===== src/hw/uef_defs.svh =====
// offsets, field positions, reset values and timing counts of the event flags
`ifndef UEF_DEFS_SVH
`define UEF_DEFS_SVH

// ****************************************************************
// register byte offsets
// ****************************************************************
`define UEF_OTG_STATUS_OFS 12'h000
`define UEF_OTG_ENABLE_OFS 12'h004
`define UEF_BUS_STATUS_OFS 12'h008
`define UEF_BUS_ENABLE_OFS 12'h00C
`define UEF_CTRL_OFS       12'h010
`define UEF_XFER_STAT_OFS  12'h014
`define UEF_SOF_THR_OFS    12'h018
`define UEF_LINE_OFS       12'h01C

// ****************************************************************
// field positions
// ****************************************************************
`define UEF_OTG_ID_BIT     7
`define UEF_OTG_TMR_BIT    6
`define UEF_OTG_LINE_BIT   5
`define UEF_OTG_ACT_BIT    4
`define UEF_OTG_SESV_BIT   3
`define UEF_OTG_SEND_BIT   2
`define UEF_OTG_VBUS_BIT   0
`define UEF_BUS_STALL_BIT  7
`define UEF_BUS_ATT_BIT    6
`define UEF_BUS_RES_BIT    5
`define UEF_BUS_IDLE_BIT   4
`define UEF_BUS_TOK_BIT    3
`define UEF_BUS_SOF_BIT    2
`define UEF_BUS_ERR_BIT    1
`define UEF_BUS_RST_BIT    0
`define UEF_CTRL_HOST_BIT  0
`define UEF_CTRL_FRAME_START_GENERATE_ENABLE_BIT 1
`define UEF_CTRL_LOWSP_BIT 2

// implemented bits of the otg and bus registers, and the reset value
`define UEF_OTG_MASK  8'hFD
`define UEF_BUS_MASK  8'hFF
`define UEF_RESET_VAL 8'h00

// ****************************************************************
// timing at 40 MHz
// ****************************************************************
`define UEF_CLK_NS       25
`define UEF_MS_NS        1000000
`define UEF_IDLE_NS      3000000
`define UEF_K_NS         2500
`define UEF_MS_CYC       (`UEF_MS_NS / `UEF_CLK_NS)
`define UEF_IDLE_CYC     (`UEF_IDLE_NS / `UEF_CLK_NS)
`define UEF_K_CYC        ((`UEF_K_NS + `UEF_CLK_NS - 1) / `UEF_CLK_NS)

`endif


===== src/hw/uef_pkg.sv =====
// types shared by the usb event flag block
package uef_pkg;
  typedef struct packed {
    logic id;
    logic vbus_active;
    logic sess_valid;
    logic b_sess_end;
    logic a_vbus_valid;
  } uef_otg_in_t;

  typedef struct packed {
    logic se0;
    logic j_line_indicator;
    logic line_activity;
    logic stall_sent;
    logic token_done;
    logic sof_rx;
    logic reset_seen;
    logic detach_seen;
    logic [7:0] err_events;
    logic [7:0] xfer_stat;
  } uef_bus_in_t;

  typedef enum logic [1:0] {
    UEF_ST_IDLE = 2'b00,
    UEF_ST_ACC  = 2'b01
  } uef_apb_st_t;
endpackage : uef_pkg


===== src/hw/uef_stable_timer.sv =====
// counts cycles a condition has held and pulses once when a limit is reached
module uef_stable_timer
  import uef_pkg::*;
#(
  parameter int LIMIT = 100
)
(
  // clock and reset
  input  wire logic pclk,
  input  wire logic presetn,
  // condition and result
  input  wire logic hold,
  output logic      hit
);
  localparam int W = $clog2(LIMIT + 1);

  typedef struct packed {
    logic [W-1:0] cnt;
    logic         hit;
  } uef_tmr_t;

  uef_tmr_t st;
  uef_tmr_t next_st;

  always_comb
  begin
    next_st = st;
    next_st.hit = 1'b0;
    if (!hold)
    begin
      next_st.cnt = '0;
    end
    else if (st.cnt < W'(LIMIT))
    begin
      next_st.cnt = st.cnt + W'(1);
      // one pulse exactly when the limit is first met
      next_st.hit = (st.cnt == W'(LIMIT - 1));
    end
  end

  always_ff @(posedge pclk or negedge presetn)
  begin
    if (!presetn)
      st <= '0;
    else
      st <= next_st;
  end

  assign hit = st.hit;

  a_tmr_hit_exact: assert property (@(posedge pclk) disable iff (!presetn)
    hit |-> $past(hold) && st.cnt == W'(LIMIT))
    else $error("timer pulse without full hold");
endmodule : uef_stable_timer


===== src/hw/uef_event_flags.sv =====
// sticky usb otg and bus event flags with enables, apb slave and irq
// Summary of operation
// - flags set by hardware only; write one clears, zero leaves alone
// - dual-role flags set only in host role; their enables act in both roles
// - id change sets bit 7 of the otg flags
// - every 1 ms timer expiry sets bit 6 of the otg flags
// - line state stable 1 ms and changed sets line flag
// - activity on d+, d- or vbus sets bit 4
// - vbus threshold crossings either way set bits 3, 2 and 0
// - each otg flag has a reset-zero enable at its position
// - stall handshake sent sets bus bit 7
// - host: no se0 and no activity 2.5 us sets attach
// - k-state held 2.5 us sets resume flag
// - idle held 3 ms or longer sets idle flag
// - token done sets bit 3; status readable in transfer status
// - clearing token done strobes xfer_pop, which drives no output
// - sof received as peripheral or threshold reached as host
// - error summary set only by an enabled error
// - host detach sets bit 0, not again until detach drops
// - one bus enable register for both roles, bit 0 shared
// - j means diff zero low speed, diff one full speed
// - host with sof enable issues sof every 1 ms
`include "uef_defs.svh"
module uef_event_flags
  import uef_pkg::*;
#(
  parameter int MS_CYC   = `UEF_MS_CYC,
  parameter int IDLE_CYC = `UEF_IDLE_CYC,
  parameter int K_CYC    = `UEF_K_CYC
)
(
  // clock and reset
  input  wire logic        pclk,
  input  wire logic        presetn,
  // apb slave
  input  wire logic        psel,
  input  wire logic        penable,
  input  wire logic        pwrite,
  input  wire logic [11:0] paddr,
  input  wire logic [31:0] pwdata,
  output logic      [31:0] prdata,
  output logic             pready,
  output logic             pslverr,
  // event sources
  input  wire uef_otg_in_t otg_in,
  input  wire uef_bus_in_t bus_in,
  // results
  output logic             sof_token,
  output logic             irq
);
  typedef struct packed {
    logic [7:0]  otg_flag;
    logic [7:0]  otg_en;
    logic [7:0]  bus_flag;
    logic [7:0]  bus_en;
    logic [7:0]  err_en;
    logic [2:0]  ctrl;
    logic [7:0]  sof_thr;
    uef_otg_in_t otg_prev;
    logic [1:0]  line_stable;
    logic [1:0]  line_prev;
    logic        act_prev;
    logic        detach_lock;
    logic [15:0] frame_cnt;
    logic        sof_token;
    uef_apb_st_t apb;
    logic [31:0] prdata;
    logic        pready;
    logic        pslverr;
    logic        irq;
  } uef_state_t;

  uef_state_t st;
  uef_state_t next_st;

  logic host;
  logic [1:0] line_now;
  logic k_state;
  logic bus_idle;
  logic line_hit;
  logic attach_hit;
  logic resume_hit;
  logic idle_hit;
  logic ms_tick;
  logic wr_acc;
  logic [7:0] otg_set;
  logic [7:0] bus_set;
  logic [7:0] wdat;

  assign host      = st.ctrl[`UEF_CTRL_HOST_BIT];
  assign line_now  = {bus_in.se0, bus_in.j_line_indicator};
  // k is the opposite differential of j when no se0
  assign k_state   = !bus_in.se0 && !bus_in.j_line_indicator;
  assign bus_idle  = !bus_in.se0 && bus_in.j_line_indicator;
  assign ms_tick   = (st.frame_cnt == 16'(MS_CYC - 1));
  assign wdat      = pwdata[7:0];

  // ****************************************************************
  // line condition timers
  // ****************************************************************
  uef_stable_timer #(.LIMIT(MS_CYC)) u_line_tmr (
    .pclk    (pclk),
    .presetn (presetn),
    .hold    (line_now == st.line_prev),
    .hit     (line_hit)
  );

  uef_stable_timer #(.LIMIT(K_CYC)) u_attach_tmr (
    .pclk    (pclk),
    .presetn (presetn),
    .hold    (!bus_in.se0 && !bus_in.line_activity),
    .hit     (attach_hit)
  );

  uef_stable_timer #(.LIMIT(K_CYC)) u_resume_tmr (
    .pclk    (pclk),
    .presetn (presetn),
    .hold    (k_state),
    .hit     (resume_hit)
  );

  uef_stable_timer #(.LIMIT(IDLE_CYC)) u_idle_tmr (
    .pclk    (pclk),
    .presetn (presetn),
    .hold    (bus_idle),
    .hit     (idle_hit)
  );

  // ****************************************************************
  // event detection
  // ****************************************************************
  always_comb
  begin
    otg_set = 8'h00;
    bus_set = 8'h00;
    if (host)
    begin
      otg_set[`UEF_OTG_ID_BIT]   = otg_in.id != st.otg_prev.id;
      otg_set[`UEF_OTG_TMR_BIT]  = ms_tick;
      // only a new stable state counts
      otg_set[`UEF_OTG_LINE_BIT] = line_hit
                                   && line_now != st.line_stable;
      otg_set[`UEF_OTG_ACT_BIT]  = bus_in.line_activity
                                   || otg_in.vbus_active;
      otg_set[`UEF_OTG_SESV_BIT] = otg_in.sess_valid
                                   != st.otg_prev.sess_valid;
      otg_set[`UEF_OTG_SEND_BIT] = otg_in.b_sess_end
                                   != st.otg_prev.b_sess_end;
      otg_set[`UEF_OTG_VBUS_BIT] = otg_in.a_vbus_valid
                                   != st.otg_prev.a_vbus_valid;
      bus_set[`UEF_BUS_ATT_BIT]  = attach_hit;
      bus_set[`UEF_BUS_RST_BIT]  = bus_in.detach_seen
                                   && !st.detach_lock;
      bus_set[`UEF_BUS_SOF_BIT]  = st.ctrl[`UEF_CTRL_FRAME_START_GENERATE_ENABLE_BIT]
        && st.frame_cnt == 16'({8'h00, st.sof_thr});
    end
    else
    begin
      bus_set[`UEF_BUS_RST_BIT]  = bus_in.reset_seen;
      bus_set[`UEF_BUS_SOF_BIT]  = bus_in.sof_rx;
    end
    bus_set[`UEF_BUS_STALL_BIT] = bus_in.stall_sent;
    bus_set[`UEF_BUS_RES_BIT]   = resume_hit;
    bus_set[`UEF_BUS_IDLE_BIT]  = idle_hit;
    bus_set[`UEF_BUS_TOK_BIT]   = bus_in.token_done;
    bus_set[`UEF_BUS_ERR_BIT]   = |(bus_in.err_events & st.err_en);
    otg_set = otg_set & `UEF_OTG_MASK;
  end

  // ****************************************************************
  // apb access and register update
  // ****************************************************************
  assign wr_acc = psel && penable && pwrite && st.apb == UEF_ST_ACC;

  always_comb
  begin
    next_st = st;
    next_st.otg_prev    = otg_in;
    next_st.act_prev    = bus_in.line_activity;
    next_st.line_prev   = line_now;
    next_st.pready      = 1'b0;
    next_st.pslverr     = 1'b0;
    next_st.sof_token   = 1'b0;
    if (line_hit)
      next_st.line_stable = line_now;
    // frame timer runs only in host role, wraps every ms
    if (host && !ms_tick)
      next_st.frame_cnt = st.frame_cnt + 16'h0001;
    else
      next_st.frame_cnt = 16'h0000;
    if (host && ms_tick && st.ctrl[`UEF_CTRL_FRAME_START_GENERATE_ENABLE_BIT])
      next_st.sof_token = 1'b1;
    // detach lock holds until the detach_seen condition goes away
    if (!bus_in.detach_seen)
      next_st.detach_lock = 1'b0;
    else if (bus_set[`UEF_BUS_RST_BIT] && host)
      next_st.detach_lock = 1'b1;

    // write one clears first, then set wins over the clear
    if (wr_acc && paddr == `UEF_OTG_STATUS_OFS)
      next_st.otg_flag = st.otg_flag & ~wdat;
    if (wr_acc && paddr == `UEF_BUS_STATUS_OFS)
      next_st.bus_flag = st.bus_flag & ~wdat;
    next_st.otg_flag = next_st.otg_flag | otg_set;
    next_st.bus_flag = next_st.bus_flag | bus_set;
    if (wr_acc)
    begin
      case (paddr)
        `UEF_OTG_ENABLE_OFS: next_st.otg_en  = wdat & `UEF_OTG_MASK;
        `UEF_BUS_ENABLE_OFS: next_st.bus_en  = wdat;
        `UEF_CTRL_OFS:       next_st.ctrl    = pwdata[2:0];
        `UEF_SOF_THR_OFS:    next_st.sof_thr = wdat;
        `UEF_XFER_STAT_OFS:  next_st.err_en  = wdat;
        default:             next_st.ctrl    = st.ctrl;
      endcase
    end

    case (st.apb)
      UEF_ST_IDLE:
      begin
        if (psel && !penable)
        begin
          next_st.apb    = UEF_ST_ACC;
          next_st.pready = 1'b1;
          next_st.prdata = 32'h0000_0000;
          case (paddr)
            `UEF_OTG_STATUS_OFS: next_st.prdata[7:0] = st.otg_flag;
            `UEF_OTG_ENABLE_OFS: next_st.prdata[7:0] = st.otg_en;
            `UEF_BUS_STATUS_OFS: next_st.prdata[7:0] = st.bus_flag;
            `UEF_BUS_ENABLE_OFS: next_st.prdata[7:0] = st.bus_en;
            `UEF_CTRL_OFS:       next_st.prdata[2:0] = st.ctrl;
            `UEF_XFER_STAT_OFS:
              next_st.prdata = {16'h0000, st.err_en, bus_in.xfer_stat};
            `UEF_SOF_THR_OFS:    next_st.prdata[7:0] = st.sof_thr;
            `UEF_LINE_OFS:       next_st.prdata[1:0] = line_now;
            default:             next_st.pslverr     = 1'b1;
          endcase
        end
      end
      UEF_ST_ACC:
      begin
        next_st.apb = UEF_ST_IDLE;
      end
      default:
      begin
        next_st.apb = UEF_ST_IDLE;
      end
    endcase

    // irq is registered from the updated flags and enables
    next_st.irq = |(next_st.otg_flag & next_st.otg_en)
                  || |(next_st.bus_flag & next_st.bus_en);
  end

  always_ff @(posedge pclk or negedge presetn)
  begin
    if (!presetn)
      st <= '0;
    else
      st <= next_st;
  end

  // ****************************************************************
  // outputs
  // ****************************************************************
  assign prdata    = st.prdata;
  assign pready    = st.pready;
  assign pslverr   = st.pslverr;
  assign sof_token = st.sof_token;
  assign irq       = st.irq;

  // token done clear forms the pop strobe xfer_pop, which drives no output
  logic xfer_pop;
  assign xfer_pop = wr_acc && paddr == `UEF_BUS_STATUS_OFS
                    && wdat[`UEF_BUS_TOK_BIT];

  // ****************************************************************
  // checks
  // ****************************************************************
  a_flag_w1c: assert property (@(posedge pclk) disable iff (!presetn)
    wr_acc && paddr == `UEF_BUS_STATUS_OFS && wdat == 8'h00
    |=> (st.bus_flag & $past(st.bus_flag)) == $past(st.bus_flag))
    else $error("zero write changed a flag");
  a_set_wins: assert property (@(posedge pclk) disable iff (!presetn)
    bus_in.token_done |=> st.bus_flag[`UEF_BUS_TOK_BIT])
    else $error("token done flag lost");
  a_otg_guest: assert property (@(posedge pclk) disable iff (!presetn)
    !host && st.otg_flag == 8'h00 |=> st.otg_flag == 8'h00)
    else $error("otg flag set outside host role");
  a_id_change: assert property (@(posedge pclk) disable iff (!presetn)
    host && otg_in.id != $past(otg_in.id) ##1 1'b1
    |-> st.otg_flag[`UEF_OTG_ID_BIT])
    else $error("id change not flagged");
  a_ms_timer: assert property (@(posedge pclk) disable iff (!presetn)
    host && ms_tick |=> st.otg_flag[`UEF_OTG_TMR_BIT])
    else $error("timer flag missed");
  a_err_mask: assert property (@(posedge pclk) disable iff (!presetn)
    $rose(st.bus_flag[`UEF_BUS_ERR_BIT])
    |-> $past(|(bus_in.err_events & st.err_en)))
    else $error("error summary without enabled error");
  a_irq_level: assert property (@(posedge pclk) disable iff (!presetn)
    irq == (|(st.otg_flag & st.otg_en) || |(st.bus_flag & st.bus_en)))
    else $error("irq disagrees with flags");
  a_apb_ready: assert property (@(posedge pclk) disable iff (!presetn)
    psel && !penable && st.apb == UEF_ST_IDLE |=> pready ##1 !pready)
    else $error("apb ready not one cycle");
  a_sof_issue: assert property (@(posedge pclk) disable iff (!presetn)
    host && ms_tick && st.ctrl[`UEF_CTRL_FRAME_START_GENERATE_ENABLE_BIT] |=> sof_token)
    else $error("sof token not issued");

  // ****************************************************************
  // line and bus event checks
  // ****************************************************************
  // timer pulses are registered, so a held flag rises two edges later
  a_stall_flag: assert property (@(posedge pclk) disable iff (!presetn)
    bus_in.stall_sent |=> st.bus_flag[`UEF_BUS_STALL_BIT])
    else $error("stall flag missed");
  a_act_flag: assert property (@(posedge pclk) disable iff (!presetn)
    host && (bus_in.line_activity || otg_in.vbus_active)
    |=> st.otg_flag[`UEF_OTG_ACT_BIT])
    else $error("activity flag missed");
  a_vbus_cross: assert property (@(posedge pclk) disable iff (!presetn)
    host && otg_in.sess_valid != st.otg_prev.sess_valid
    |=> st.otg_flag[`UEF_OTG_SESV_BIT])
    else $error("session valid crossing missed");
  a_detach_set: assert property (@(posedge pclk) disable iff (!presetn)
    host && bus_in.detach_seen && !st.detach_lock
    |=> st.bus_flag[`UEF_BUS_RST_BIT])
    else $error("detach flag missed");
  a_detach_lock: assert property (@(posedge pclk) disable iff (!presetn)
    host && st.detach_lock && !st.bus_flag[`UEF_BUS_RST_BIT]
    |=> !st.bus_flag[`UEF_BUS_RST_BIT])
    else $error("detach flag set again while locked");
  a_reset_flag: assert property (@(posedge pclk) disable iff (!presetn)
    !host && bus_in.reset_seen |=> st.bus_flag[`UEF_BUS_RST_BIT])
    else $error("bus reset flag missed");
  a_resume_hold: assert property (@(posedge pclk) disable iff (!presetn)
    $rose(st.bus_flag[`UEF_BUS_RES_BIT]) |-> $past(k_state, 2))
    else $error("resume flag without k state");
  a_idle_hold: assert property (@(posedge pclk) disable iff (!presetn)
    $rose(st.bus_flag[`UEF_BUS_IDLE_BIT]) |-> $past(bus_idle, 2))
    else $error("idle flag without idle bus");
  a_attach_hold: assert property (@(posedge pclk) disable iff (!presetn)
    $rose(st.bus_flag[`UEF_BUS_ATT_BIT])
    |-> $past(host) && $past(!bus_in.se0 && !bus_in.line_activity, 2))
    else $error("attach flag without quiet bus");
  a_sof_host: assert property (@(posedge pclk) disable iff (!presetn)
    host && st.ctrl[`UEF_CTRL_FRAME_START_GENERATE_ENABLE_BIT]
    && st.frame_cnt == 16'({8'h00, st.sof_thr})
    |=> st.bus_flag[`UEF_BUS_SOF_BIT])
    else $error("host sof flag missed");
endmodule : uef_event_flags


===== config.mk =====
export PLATFORM = sky130hd
export DESIGN_NAME = uef_event_flags
export DESIGN_NICKNAME = d
export VERILOG_FILES = /design/src/hw/uef_pkg.sv /design/src/hw/uef_stable_timer.sv /design/src/hw/uef_event_flags.sv
export VERILOG_INCLUDE_DIRS = /design/src /design/src/hw
export SDC_FILE = /design/constraint.sdc
export NUM_CORES = 1
export LEC_CHECK = 0
export BUFFER_PORTS_ARGS = -buffer_cell sky130_fd_sc_hd__buf_4
export CAP_MARGIN = 5
export CORE_MARGIN = 2
export CORE_UTILIZATION = 31
export DETAILED_ROUTE_END_ITERATION = 16
export GPL_TIMING_DRIVEN = 0
export SYNTH_ARGS = -nofsm -noshare
export SYNTH_HDL_FRONTEND = slang
export SYNTH_SLANG_ARGS = --single-unit

===== constraint.sdc =====
create_clock -name pclk -period 2 [get_ports pclk]
set_clock_uncertainty 0.2 [all_clocks]
set_input_delay 0.4 -clock pclk [delete_from_list [all_inputs] [get_ports pclk]]
set_output_delay 0.4 -clock pclk [all_outputs]
set_load 0.02 [all_outputs]

==> results.yml <==
clock_network:
  cts_buffer_depth: 2
  clock_latency_ns: 0.43
  cts_buffers: 17
  numClockSinks: 148
  cts.htree.levels: 4
  cts_tree: "done"
  clockRootBuffer: "clkbuf_16"
  clk_pin_slew_ns: 0.06
timing:
  slew_headroom_pct: 49.65
  timing.final.crit_period_ns: 2.424
  timing.setup.tns_ns: -4.564
  slew_violations: 0
  fin_ws_ns: -0.4235
  hold_viol: 0
  rsz0062_at_grt: "yes"
  setup_viol: 38
  post-route-period-util_pct: 121.2
  clock.fmax_ghz: 0.4126
  worst_pin_slew_ns: 0.7553
flow_run:
  drv_cap: 0
power_and_ir_drop:
  p_int_mw: 5.551
  power_density_nw_per_um2: 706.1
  p_total_mw: 7.190
  pwr-share-seq_pct: 42.3
  p_sw_mw: 1.639
  ir_drop_mv: 0.4825
  power_frac_clock_pct: 50.8
  swShare_pct: 22.80
  p_leak_nw: 4.647
  p_comb_share_pct: 6.9
cells_and_area:
  stdcell_count: 1227
  seqCellArea_um2: 3705
  nFillCells: 2266
  antennaDiodeCount: 0
  fin_nets: 979
  final_cell_area_um2: 10180
  drive_above_1_share_pct: 33.70
  multi_input_area_um2: 3899
  area_delta_synth_final_pct: 35.61
  utilization_pct: 43.12
placed_design:
  placed_area_um2: 8640
  gp_congestion: 0.8456
  dp_hpwl_mm: 13.59
  placedCellCount: 1150
  io_buffers: 71
logic_synthesis:
  yosys.area.top_type: "dfrtp_1"
  synth_area_leaders: "dfrtp_1 (49%), xor2_1 (4.4%), nand2_1 (4.0%)"
  yosysUniqueCellTypes: 67
  ys_seq_area_share_pct: 49.33
  syn_inst: 744
  async_flop_share_pct: 100.0
  synth_seq_cells: 148
  synth-main-ff-cell: "dfrtp_1"
  synth.top_cell.area_share_pct: 49.33
  avgSynthCellArea_um2: 10.09
  yosys_warnings: 0
  syn_area_um2: 7508
  synth-edff-count: 0
global_route:
  grtUsageTotal_pct: 16.15
  grt_pass1_wl_mm: 32.53
  antenna_found_initial: 0
  grt_max_degree: 80
  grt_pass1_vias: 6092
  overflow: 0
floorplanning:
  dieWidth_um: 159.6
  coreArea_um2: 23610
  die_area_um2: 25480
  die_y_um: 159.6
  start_util_pct: 31.80
  io_pins: 114
  rows: 56
critical_path:
  cp.arrival_ns: 2.50
  crit_buf_inv: 2
  crit_family: "compound AO/OA/AOI/OAI gates"
  start_kind: "flip-flop"
  worstPathMaxFanout: 10
  cp_cell_sequence: "and4_4 -> nand4_1 -> buf_6 -> buf_12 -> o21ai_0 -> a22oi_1 -> a2111oi_4 -> nand4_1"
  required_ns: 2.08
  crit_type: "flip-flop to flip-flop"
  path_common_cell: "nand4_1"
  crit_path_end_kind: "flip-flop"
  crit_path_max_incr_delay_ns: 0.36
  cp_slowest_cell: "dfrtp_1"
route:
  drt_iter0_markers: 406
  antenna_left: 0
  wl_per_cell_um: 16.79
  dr_total_vias: 6077
  viasPerCell: 4.953
  routed_wl_mm: 20.60
  drtPass1Iterations: 5
  drc: 0
min_path:
  min_path_type: "input pin to flip-flop"
status:
  violations: "setup timing"
  status: "complete, but fails checks"
## worst reg2reg max path: cells and delay by family (launching register included)
family	cells	cell delay, ns
AOI/OAI and AO/OA	3	0.72
buffers and inverters	2	0.40
and+or+nand+nor	3	0.61
DFF	1	0.36
## power groups by stage
stage	clock [mW]	combinational, mW	sequential (mW)
after floorplan	0	0.218	3.10
after global placement	0	0.456	3.10
after detailed placement	0	0.467	3.10
final	3.65	0.495	3.04
after CTS	3.70	0.496	3.04
after global routing	3.85	0.543	3.04
## registers in the layout, summed over array words and instances (netlist names)
register	count
pslverr	1
u_attach_tmr.st	7
u_line_tmr.hit	1
u_resume_tmr.st	7
u_resume_tmr.hit	1
host	1
u_line_tmr.st	16
u_idle_tmr.hit	1
st	76
pready	1
u_idle_tmr.st	17
sof_token	1
irq	1
u_attach_tmr.hit	1
prdata	16
## kinds of logic after synthesis
kind of cell    count (synthesis)  share of synthesized area (%)
compound gates                135                          12.11
xor+xnor                       54                          6.299
fa+ha+maj                       5                         0.8332
buf+inv                        80                          6.232
flops                         148                          49.33
mux                            39                          6.282
other cells                     1                        0.04994
simple gates                  282                          18.86
## cell usage after synthesis (all sizes together), types with 8 or more instances
| master | instances |
|---|---|
| o21ai | 38 |
| nor3 | 8 |
| nand2 | 82 |
| xnor2 | 16 |
| and3 | 16 |
| nand3 | 36 |
| inv | 17 |
| or3 | 14 |
| nor2 | 62 |
| a21oi | 31 |
| nand4 | 27 |
| clkbuf | 17 |
| mux2 | 21 |
| xor2 | 38 |
| buf | 46 |
| a22oi | 14 |
| mux2i | 16 |
| o31ai | 16 |
| dfrtp | 148 |
## area by class of cell
type                    count  area share [%]
multi-input cells         531           38.29
clock buffers              18           4.215
plain buffers              61           4.362
repair buffers            120           9.929
clock inverters            13           2.273
well taps                 319           3.920
inverters                  17          0.6267
flip-flops and latches    148           36.38
## through the flow
step           setup WS [ns]  hold WS, ns
3_3_place_gp         -0.8321       0.2271
2_1_floorplan        -0.3367     -0.09559
3_5_place_dp         -0.8235       0.2333
4_1_cts              -0.3961      0.02345
5_1_grt              -0.4939      0.04221
6_report             -0.4235      0.03467
## routing by layer
metal / GRT usage (%) / part of all wire [%] / up-vias / wire, µm
li1: - / - / 2908 / -
met1: 22.10 / 45 / 2966 / 9368
met2: 25.50 / 48 / 179 / 9789
met3: 3.558 / 5.5 / 24 / 1127
met4: 5.165 / 1.5 / 0 / 311
met5: 0 / 0 / - / 0
## worst paths after layout
kind | slack [ns] | to | depth (start not counted) | from
max in group asynchronous | 0.42 | u_idle_tmr.st[3] | 3 | presetn
max reg2reg | -0.42 | irq | 8 | st[35]
max | -0.42 | irq | 8 | st[35]
min in group asynchronous | 0.34 | st[52] | 2 | presetn
min | 0.03 | prdata[5] | 3 | bus_in[5]
min reg2reg | 0.26 | st[97] | 2 | u_resume_tmr.hit
## placed cells by master (no fill, tap or decap), drive strengths merged, types with 4 or more instances in the layout
master	netlist	final
xnor2	16	16
buf	46	156
or2	4	4
mux2i	16	16
o21a	4	4
or4	4	4
nand4	27	27
o22ai	5	5
conb	1	16
and3	16	16
clkbuf	17	33
and2	4	4
a31oi	4	4
or3	14	14
nand2	82	82
nor2	62	62
nor4	5	5
nor3	8	8
inv	17	18
a2111oi	4	4
nand3	36	36
a21oi	31	31
clkinv	0	4
dlygate4sd3	0	10
dfrtp	148	148
o31ai	16	16
o21ai	38	38
bufinv	0	6
xor2	38	38
ha	5	5
and4	4	4
nor2b	5	5
mux2	21	21
a22oi	14	14
nand3b	4	4
## timing repair
| item | in CTS | in global routing |
|---|---|---|
| hold endpoints to repair | 78 | 0 |
| cloned | 4 | 0 |
| buffers inserted | 27 | 8 |
| endpoints found under the setup margin | 63 | 83 |
| hold buffers | 10 | 0 |
| pin swaps | 43 | 30 |
| gates resized for setup | 63 | 67 |
Note: power is estimated with default switching activity, not from simulation.
